<file path="src/hw/seg_display_pkg.sv">
package seg_display_pkg;
  // SFR offsets
  localparam logic [7:0] ADDR_DISPLAY_CONFIG = 8'h95;
  localparam logic [7:0] ADDR_SEGMENT_ENABLE_LOW = 8'h97;
  localparam logic [7:0] ADDR_DISPLAY_CONFIG_EXTENDED = 8'h9c;
  localparam logic [7:0] ADDR_SEGMENT_MEMORY_POINTER = 8'hac;
  localparam logic [7:0] ADDR_SEGMENT_MEMORY_DATA = 8'hae;
  localparam logic [7:0] ADDR_DISPLAY_UPDATE_HOLD = 8'hb1;
  localparam logic [7:0] ADDR_SEGMENT_ENABLE_HIGH = 8'hed;
  // Memory geometry
  localparam int MEM_DEPTH = 15;
  localparam logic [5:0] MEM_LAST_ADDR = 6'h0e;
  localparam int SEG_LINES = 29;
  localparam int COM_LINES = 4;
  // Field positions
  localparam int PTR_WRITE_BIT = 7;
  localparam int PTR_RSVD_BIT = 6;
  localparam int CFG_DISPLAY_ENABLE_BIT = 7;
  localparam int CFG_MEMORY_CLEAR_BIT = 6;
  localparam int CFG_POWERSAVE_DISABLE_BIT = 5;
  localparam int CFG_MUX_LSB = 0;
  localparam int CFGX_SOURCE_SELECT_BIT = 7;
  localparam int HOLD_BIT = 0;
  localparam logic [1:0] MUX_3WAY = 2'h2;
  localparam logic [1:0] MUX_4WAY = 2'h3;
  // Reset value and write masks
  localparam logic [7:0] RST_BYTE = 8'h00;
  localparam logic [7:0] SEGE_HIGH_MASK = 8'h0f;
  localparam logic [7:0] SEGE_LOW_MASK = 8'hfc;
  localparam logic [7:0] PTR_MASK = 8'hbf;
endpackage

</file>
<file path="src/hw/seg_line_map.sv">
`timescale 1ns/10ps
`default_nettype none
// Turns the shown memory image into per-line drive patterns
module seg_line_map (
  input wire logic [8*seg_display_pkg::MEM_DEPTH-1:0] image_i,
  input wire logic [28:0] line_en_i,
  output logic [4*seg_display_pkg::SEG_LINES-1:0] pattern_o
);
  genvar g;
  generate
    for (g = 0; g < seg_display_pkg::SEG_LINES; g++) begin : g_line
      // Even line low nibble, odd line high nibble
      assign pattern_o[4*g +: 4] = line_en_i[g] ? image_i[8*(g/2) + 4*(g%2) +: 4] : 4'h0;
    end
  endgenerate
endmodule
`default_nettype wire

</file>
<file path="src/hw/seg_display_ctrl.sv">
`timescale 1ns/10ps
`default_nettype none
module seg_display_ctrl (
  input wire logic clk_i,
  input wire logic sys_rst_i,
  input wire logic sfr_wr_i,
  input wire logic sfr_rd_i,
  input wire logic [7:0] sfr_addr_i,
  input wire logic [7:0] sfr_wdata_i,
  input wire logic deep_powersave_mode_i,
  output logic [7:0] sfr_rdata_o,
  output logic [4*seg_display_pkg::SEG_LINES-1:0] segment_line_o,
  output logic [28:0] segment_line_active_o,
  output logic [1:0] common_line_extra_o,
  output logic display_on_o,
  output logic pump_enable_o,
  output logic ladder_select_o,
  output logic [5:0] bias_level_o
);
  // ----------------------------------------------------------------
  // Register file
  // ----------------------------------------------------------------
  logic [7:0] mem_q [seg_display_pkg::MEM_DEPTH];
  logic [7:0] mem_d [seg_display_pkg::MEM_DEPTH];
  logic [7:0] cfg_q, cfg_d, cfgx_q, cfgx_d, ptr_q, ptr_d, dat_q, dat_d;
  logic [7:0] sege_lo_q, sege_lo_d, sege_hi_q, sege_hi_d, hold_q, hold_d;
  logic [7:0] rdata_q, rdata_d;
  logic [5:0] ptr_addr;
  logic in_range;

  function automatic logic hit(input logic [7:0] a, input logic [7:0] r);
    hit = (a == r);
  endfunction

  assign ptr_addr = sfr_wdata_i[5:0];
  assign in_range = (ptr_addr <= seg_display_pkg::MEM_LAST_ADDR);

  always_comb begin
    cfg_d = cfg_q;
    cfgx_d = cfgx_q;
    ptr_d = ptr_q;
    dat_d = dat_q;
    sege_lo_d = sege_lo_q;
    sege_hi_d = sege_hi_q;
    hold_d = hold_q;
    for (int i = 0; i < seg_display_pkg::MEM_DEPTH; i++) begin
      mem_d[i] = mem_q[i];
    end
    if (sfr_wr_i) begin
      if (hit(sfr_addr_i, seg_display_pkg::ADDR_DISPLAY_CONFIG)) begin
        cfg_d = sfr_wdata_i;
        cfg_d[seg_display_pkg::CFG_MEMORY_CLEAR_BIT] = 1'b0;
      end
      if (hit(sfr_addr_i, seg_display_pkg::ADDR_DISPLAY_CONFIG_EXTENDED)) begin
        cfgx_d = sfr_wdata_i;
      end
      if (hit(sfr_addr_i, seg_display_pkg::ADDR_SEGMENT_ENABLE_LOW)) begin
        sege_lo_d = sfr_wdata_i & seg_display_pkg::SEGE_LOW_MASK;
      end
      if (hit(sfr_addr_i, seg_display_pkg::ADDR_SEGMENT_ENABLE_HIGH)) begin
        sege_hi_d = sfr_wdata_i & seg_display_pkg::SEGE_HIGH_MASK;
      end
      if (hit(sfr_addr_i, seg_display_pkg::ADDR_DISPLAY_UPDATE_HOLD)) begin
        hold_d = sfr_wdata_i;
      end
      if (hit(sfr_addr_i, seg_display_pkg::ADDR_SEGMENT_MEMORY_DATA)) begin
        dat_d = sfr_wdata_i;
      end
      if (hit(sfr_addr_i, seg_display_pkg::ADDR_SEGMENT_MEMORY_POINTER)) begin
        ptr_d = sfr_wdata_i & seg_display_pkg::PTR_MASK;
        if (in_range) begin
          if (sfr_wdata_i[seg_display_pkg::PTR_WRITE_BIT]) begin
            mem_d[ptr_addr[3:0]] = dat_q;
          end else begin
            dat_d = mem_q[ptr_addr[3:0]];
          end
        end else if (!sfr_wdata_i[seg_display_pkg::PTR_WRITE_BIT]) begin
          dat_d = seg_display_pkg::RST_BYTE;
        end
      end
      // Clear wins over a pointer store in the same write cycle
      if (hit(sfr_addr_i, seg_display_pkg::ADDR_DISPLAY_CONFIG) &&
          sfr_wdata_i[seg_display_pkg::CFG_MEMORY_CLEAR_BIT]) begin
        for (int i = 0; i < seg_display_pkg::MEM_DEPTH; i++) begin
          mem_d[i] = seg_display_pkg::RST_BYTE;
        end
      end
    end
    // The top nibble of the last byte has no line behind it
    mem_d[seg_display_pkg::MEM_DEPTH-1][7:4] = 4'h0;
  end

  always_comb begin
    rdata_d = seg_display_pkg::RST_BYTE;
    unique case (sfr_addr_i)
      seg_display_pkg::ADDR_DISPLAY_CONFIG: rdata_d = cfg_q;
      seg_display_pkg::ADDR_SEGMENT_ENABLE_LOW: rdata_d = sege_lo_q;
      seg_display_pkg::ADDR_DISPLAY_CONFIG_EXTENDED: rdata_d = cfgx_q;
      seg_display_pkg::ADDR_SEGMENT_MEMORY_POINTER: rdata_d = ptr_q;
      seg_display_pkg::ADDR_SEGMENT_MEMORY_DATA: rdata_d = dat_q;
      seg_display_pkg::ADDR_DISPLAY_UPDATE_HOLD: rdata_d = hold_q;
      seg_display_pkg::ADDR_SEGMENT_ENABLE_HIGH: rdata_d = sege_hi_q;
      default: rdata_d = seg_display_pkg::RST_BYTE;
    endcase
    if (!sfr_rd_i) begin
      rdata_d = rdata_q;
    end
  end

  // Memory clears on reset too; no separate power-on path exists here
  always_ff @(posedge clk_i or posedge sys_rst_i) begin
    if (sys_rst_i) begin
      for (int i = 0; i < seg_display_pkg::MEM_DEPTH; i++) begin
        mem_q[i] <= seg_display_pkg::RST_BYTE;
      end
      cfg_q <= seg_display_pkg::RST_BYTE;
      cfgx_q <= seg_display_pkg::RST_BYTE;
      ptr_q <= seg_display_pkg::RST_BYTE;
      dat_q <= seg_display_pkg::RST_BYTE;
      sege_lo_q <= seg_display_pkg::RST_BYTE;
      sege_hi_q <= seg_display_pkg::RST_BYTE;
      hold_q <= seg_display_pkg::RST_BYTE;
      rdata_q <= seg_display_pkg::RST_BYTE;
    end else begin
      for (int i = 0; i < seg_display_pkg::MEM_DEPTH; i++) begin
        mem_q[i] <= mem_d[i];
      end
      cfg_q <= cfg_d;
      cfgx_q <= cfgx_d;
      ptr_q <= ptr_d;
      dat_q <= dat_d;
      sege_lo_q <= sege_lo_d;
      sege_hi_q <= sege_hi_d;
      hold_q <= hold_d;
      rdata_q <= rdata_d;
    end
  end

  // ----------------------------------------------------------------
  // Display side
  // ----------------------------------------------------------------
  logic [8*seg_display_pkg::MEM_DEPTH-1:0] shown_q, shown_d;
  logic [28:0] line_en;
  logic [4*seg_display_pkg::SEG_LINES-1:0] pattern;
  logic disp_on, four_way, com2_on;
  logic [28:0] active_q;
  logic [4*seg_display_pkg::SEG_LINES-1:0] seg_q;
  logic [1:0] com_extra_q;
  logic on_q, pump_q, ladder_q;
  logic [5:0] bias_q;

  // Freeze the glass image while software holds it
  always_comb begin
    shown_d = shown_q;
    if (!hold_q[seg_display_pkg::HOLD_BIT]) begin
      for (int i = 0; i < seg_display_pkg::MEM_DEPTH; i++) begin
        shown_d[8*i +: 8] = mem_q[i];
      end
    end
  end

  assign four_way = (cfg_q[seg_display_pkg::CFG_MUX_LSB +: 2] == seg_display_pkg::MUX_4WAY);
  assign com2_on = four_way ||
    (cfg_q[seg_display_pkg::CFG_MUX_LSB +: 2] == seg_display_pkg::MUX_3WAY);
  // Only the display enable bit and the powersave bit with deep_powersave_mode_i gate; the retained registers are untouched when off
  assign disp_on = cfg_q[seg_display_pkg::CFG_DISPLAY_ENABLE_BIT] &&
    !(deep_powersave_mode_i && cfg_q[seg_display_pkg::CFG_POWERSAVE_DISABLE_BIT]);

  always_comb begin
    line_en = '0;
    line_en[15:0] = 16'hffff;
    line_en[21:16] = {sege_lo_q[3:2], sege_hi_q[3:0]};
    line_en[25:22] = sege_lo_q[7:4];
    line_en[26] = 1'b1;
    line_en[27] = !four_way;
    line_en[28] = !com2_on;
  end

  seg_line_map u_map (
    .image_i(shown_q),
    .line_en_i(line_en),
    .pattern_o(pattern)
  );

  always_ff @(posedge clk_i or posedge sys_rst_i) begin
    if (sys_rst_i) begin
      shown_q <= '0;
      seg_q <= '0;
      active_q <= '0;
      com_extra_q <= 2'h0;
      on_q <= 1'b0;
      pump_q <= 1'b0;
      ladder_q <= 1'b0;
      bias_q <= 6'h00;
    end else begin
      shown_q <= shown_d;
      seg_q <= disp_on ? pattern : '0;
      active_q <= line_en;
      com_extra_q <= {four_way, com2_on};
      on_q <= disp_on;
      ladder_q <= cfgx_q[seg_display_pkg::CFGX_SOURCE_SELECT_BIT];
      pump_q <= disp_on && !cfgx_q[seg_display_pkg::CFGX_SOURCE_SELECT_BIT];
      bias_q <= cfgx_q[seg_display_pkg::CFGX_SOURCE_SELECT_BIT] ? 6'h00 : cfgx_q[5:0];
    end
  end

  assign sfr_rdata_o = rdata_q;
  assign segment_line_o = seg_q;
  assign segment_line_active_o = active_q;
  assign common_line_extra_o = com_extra_q;
  assign display_on_o = on_q;
  assign pump_enable_o = pump_q;
  assign ladder_select_o = ladder_q;
  assign bias_level_o = bias_q;

  // ----------------------------------------------------------------
  // Checks
  // ----------------------------------------------------------------
  property p_read_loads;
    @(posedge clk_i) disable iff (sys_rst_i)
    sfr_wr_i && sfr_addr_i == seg_display_pkg::ADDR_SEGMENT_MEMORY_POINTER &&
      !sfr_wdata_i[7] && sfr_wdata_i[5:0] <= 6'h0e
      |=> dat_q == $past(mem_q[sfr_wdata_i[3:0]]);
  endproperty
  a_read_loads: assert property (p_read_loads) else $error("read did not load data");

  property p_write_stores;
    @(posedge clk_i) disable iff (sys_rst_i)
    sfr_wr_i && sfr_addr_i == seg_display_pkg::ADDR_SEGMENT_MEMORY_POINTER &&
      sfr_wdata_i[7] && sfr_wdata_i[5:0] < 6'h0e
      |=> mem_q[$past(sfr_wdata_i[3:0])] == $past(dat_q);
  endproperty
  a_write_stores: assert property (p_write_stores) else $error("write did not store");

  property p_top_nibble;
    @(posedge clk_i) disable iff (sys_rst_i)
    mem_q[14][7:4] == 4'h0;
  endproperty
  a_top_nibble: assert property (p_top_nibble) else $error("last byte upper nibble set");

  property p_clear;
    @(posedge clk_i) disable iff (sys_rst_i)
    sfr_wr_i && sfr_addr_i == seg_display_pkg::ADDR_DISPLAY_CONFIG && sfr_wdata_i[6]
      |=> mem_q[0] == 8'h00 && mem_q[7] == 8'h00 && mem_q[14] == 8'h00;
  endproperty
  a_clear: assert property (p_clear) else $error("memory clear failed");

  property p_pump_off;
    @(posedge clk_i) disable iff (sys_rst_i)
    !cfg_q[7] ##1 !cfg_q[7] |-> !pump_enable_o;
  endproperty
  a_pump_off: assert property (p_pump_off) else $error("pump on while disabled");

  property p_ladder_bias;
    @(posedge clk_i) disable iff (sys_rst_i)
    cfgx_q[7] |=> ladder_select_o && bias_level_o == 6'h00;
  endproperty
  a_ladder_bias: assert property (p_ladder_bias) else $error("bias used with ladder");

  property p_psm;
    @(posedge clk_i) disable iff (sys_rst_i)
    deep_powersave_mode_i && cfg_q[5] |=> !display_on_o;
  endproperty
  a_psm: assert property (p_psm) else $error("display on in powersave");

  property p_four_way;
    @(posedge clk_i) disable iff (sys_rst_i)
    cfg_q[1:0] == 2'h3 |=> segment_line_o[4*27 +: 8] == 8'h00;
  endproperty
  a_four_way: assert property (p_four_way) else $error("shared pins drive segments");

  property p_hold;
    @(posedge clk_i) disable iff (sys_rst_i)
    hold_q[0] |=> $stable(shown_q);
  endproperty
  a_hold: assert property (p_hold) else $error("image changed during hold");
endmodule
`default_nettype wire

</file>
<file path="config.mk">
export PLATFORM = sky130hd
export DESIGN_NAME = seg_display_ctrl
export DESIGN_NICKNAME = d
export VERILOG_FILES = /design/src/hw/seg_display_pkg.sv /design/src/hw/seg_line_map.sv /design/src/hw/seg_display_ctrl.sv
export SDC_FILE = /design/constraint.sdc
export NUM_CORES = 1
export LEC_CHECK = 0
export BUFFER_PORTS_ARGS = -buffer_cell sky130_fd_sc_hd__clkbuf_2
export CAP_MARGIN = 5
export CORE_MARGIN = 3
export CORE_UTILIZATION = 55
export CTS_BUF_LIST = sky130_fd_sc_hd__clkbuf_16
export CTS_CLUSTER_DIAMETER = 100
export DETAILED_ROUTE_END_ITERATION = 16
export GPL_ROUTABILITY_DRIVEN = 0
export PLACE_DENSITY = 0.75
export SLEW_MARGIN = 0
export SYNTH_ARGS = -nofsm -noshare
export SYNTH_HDL_FRONTEND = slang
export SYNTH_HIERARCHICAL = 1
export SYNTH_SLANG_ARGS = --single-unit
</file>
<file path="constraint.sdc">
create_clock -name clk_i -period 17.8 [get_ports clk_i]
set_clock_uncertainty 0.1 [all_clocks]
set_input_delay 0.89 -clock clk_i [delete_from_list [all_inputs] [get_ports clk_i]]
set_output_delay 0.89 -clock clk_i [all_outputs]
set_load 0.02 [all_outputs]
</file>
==> results by group <==
Cells and area
  • Final core utilization: 65.25%
  • Commonest non-fill, non-tap cell in the layout: dfrtp_1
  • Multi-input gate area: 0.006594 mm²
  • # nets final: 1537
  • Reg area: roughly 0.011 mm²
  • Fillers: 2322
  • Most frequent cells in the layout: dfrtp_1, and2_1, clkbuf_2
  • Fraction of layout cells with a size suffix above 1: between 20 and 30%
  • Area Overhead vs Synth: 15.59%

CTS
  • CTS tree: built
  • Post-CTS resize count: 0
  • Post-CTS setup buffer count: 0
  • Reg clk slew, reported paths: about 0.06 ns
  • Max clock buf depth: 3
  • Clk root buf: clkbuf_16
  • Clk Latency, worst-skew pair: around 0.54 ns
  • H-tree Lvls: 2
  • Clk sinks: roughly 430
  • Cts hold-fix bufs: 0
  • TritonCTS buffer count: 44

Synthesis
  • Cell count after synthesis: 1298
  • Ys Warns: 6
  • Synth Area per Inst: between 10 and 15 µm²
  • Post-Syn Area: approximately 0.017 mm²

Setup path
  • Required time worst endpoint: around 18 ns
  • Crit. End Element: flop
  • Slowest cell on the critical path: nor4_4
  • CP Max Fanout: 15
  • Critical Path AT: 3.21 ns
  • CP peak stage delay: ~0.97 ns
  • Setup crit start kind: input pin
  • Ordered list of cells on the worst path: clkbuf_2, nand4bb_1, nor4_4, a21oi_1, a22o_1
  • Worst Setup Path Type: input pin to flop

Detailed routing
  • First DRT Iteration DRCs: 933
  • Via count: 11270
  • Detailed Route WL: approximately 41000 µm
  • Routed len/inst: 21.08 µm
  • DRT Pass-1 Iters: 6
  • Via density: slightly below 6
  • DRC violation count after routing: 0
  • Post-DRT Antenna Nets: 0

Power and ir drop
  • Power density over cell area: ~96 mW/mm²
  • Leakage power: between 10 and 15 nW
  • Total Power: 1.947 mW
  • Max VDD drop: 0.00007640 V

Worst hold path
  • Worst hold path type: flop to flop

STA
  • RSZ-0062 raised after global routing: no
  • Finish-stage setup viols: 0
  • Slew Viols, Final: 0
  • Slew margin rel.: 28.55%
  • Hold_ws: ~0.4 ns
  • Fmax: ~350 MHz
  • Final hold viol count: 0
  • Min cycle time layout: 2.883 ns
  • PnR worst setup slack: between 10 and 15 ns
  • Pin slew with the least headroom to its limit: 1.072 ns
  • Tcrit/Tclk final: 16.20%
  • Setup TNS: 0 ns

Placed design
  • IO Port Bufs: around 180
  • HPWL after DPL: approximately 28000 µm
  • Pre-CTS setup slack: roughly 14 ns

Global route
  • First-pass GRT wire length: 64450 µm
  • Vias in the first global route: around 11000
  • Initial antenna violation count: 0
  • Largest net degree at the start of global routing: 127
  • Total track usage: between 20% and 30%
  • GR Overflow Total: 0

Floorplanning
  • Initial Util: between 50 and 60%
  • Top-Level Pins: roughly 190
  • Die height: between 150 and 200 µm
  • Core area: between 0.03 and 0.04 mm²
  • DIE AREA: roughly 0.034 mm²
  • Row count: 64
  • Die width: about 180 µm

Job
  • Max Cap Viol: 0

Run status
  • Outcome: completed
## metal layers
metal | part of all wire (%) | vias up | global-route usage [%]
met1 | 43 | 5689 | 34.34
met4 | 3.0 | 0 | 7.771
met5 | 0 | - | 0
li1 | - | 4999 | -
met2 | 47 | 486 | 38.51
met3 | 7.1 | 92 | 4.737
## critical path: cells and delay by family
kind,cells,cell delay (ns)
simple gates,2,1.48
compound gates,2,0.67
buf+inv,1,0.16
## where the power goes
| group | switching, mW | total [mW] | internal [mW] | leakage (nW) |
|---|---|---|---|---|
| Sequential | 0.0165 | 0.997 | 0.981 | 5.93 |
| Combinational | 0.0552 | 0.0756 | 0.0204 | 3.70 |
| Clock | 0.372 | 0.875 | 0.503 | 0.700 |
| Total | 0.443 | 1.95 | 1.50 | 10.3 |
## stage by stage
stage          instances  cell area (µm²)
3_3_place_gp        1866            18840
6_report            1949            20220
5_1_grt             1948            20220
3_5_place_dp        1866            18840
4_1_cts             1948            20220
2_1_floorplan       1366            17750
## final timing paths
| check | end | startpoint | cells past startpoint | slack, ns |
|---|---|---|---|---|
| worst max register to register | shown_q[46]$_DFFE_PP0N_ | hold_q[0]$_DFFE_PP0P_ | 2 | 15.48 |
| worst min register to register | shown_q[110]$_DFFE_PP0N_ | shown_q[110]$_DFFE_PP0N_ | 1 | 0.40 |
| max in group asynchronous | segment_line_o[49]$_DFF_PP0_ | sys_rst_i | 4 | 14.99 |
| worst max-delay path | mem_q[35]$_DFFE_PP0P_ | sfr_addr_i[5] | 5 | 14.92 |
| worst min-delay path | shown_q[110]$_DFFE_PP0N_ | shown_q[110]$_DFFE_PP0N_ | 1 | 0.40 |
| min in group asynchronous | bias_level_o[0]$_DFF_PP0_ | sys_rst_i | 2 | 0.43 |
## state kept, by name, indices dropped and copies added, names as in the netlist, 6 cells and up
signal,count
cfgx_q,8
sfr_rdata_o,8
dat_q,8
mem_q,116
bias_level_o,6
sege_lo_q,6
cfg_q,7
segment_line_active_o,13
segment_line_o,116
ptr_q,7
shown_q,116
hold_q,8
## final cells by class
cell class / instances / share of cell area (%)
antenna: 1 / 0.01238
clock buffer: 45 / 5.569
multi-input combinational: 837 / 32.61
clock inverter: 37 / 1.244
timing repair buffer: 192 / 4.851
tap: 396 / 2.450
sequential: 428 / 52.99
inverter: 13 / 0.2784
No activity file was read; power rests on OpenSTA's default activity.
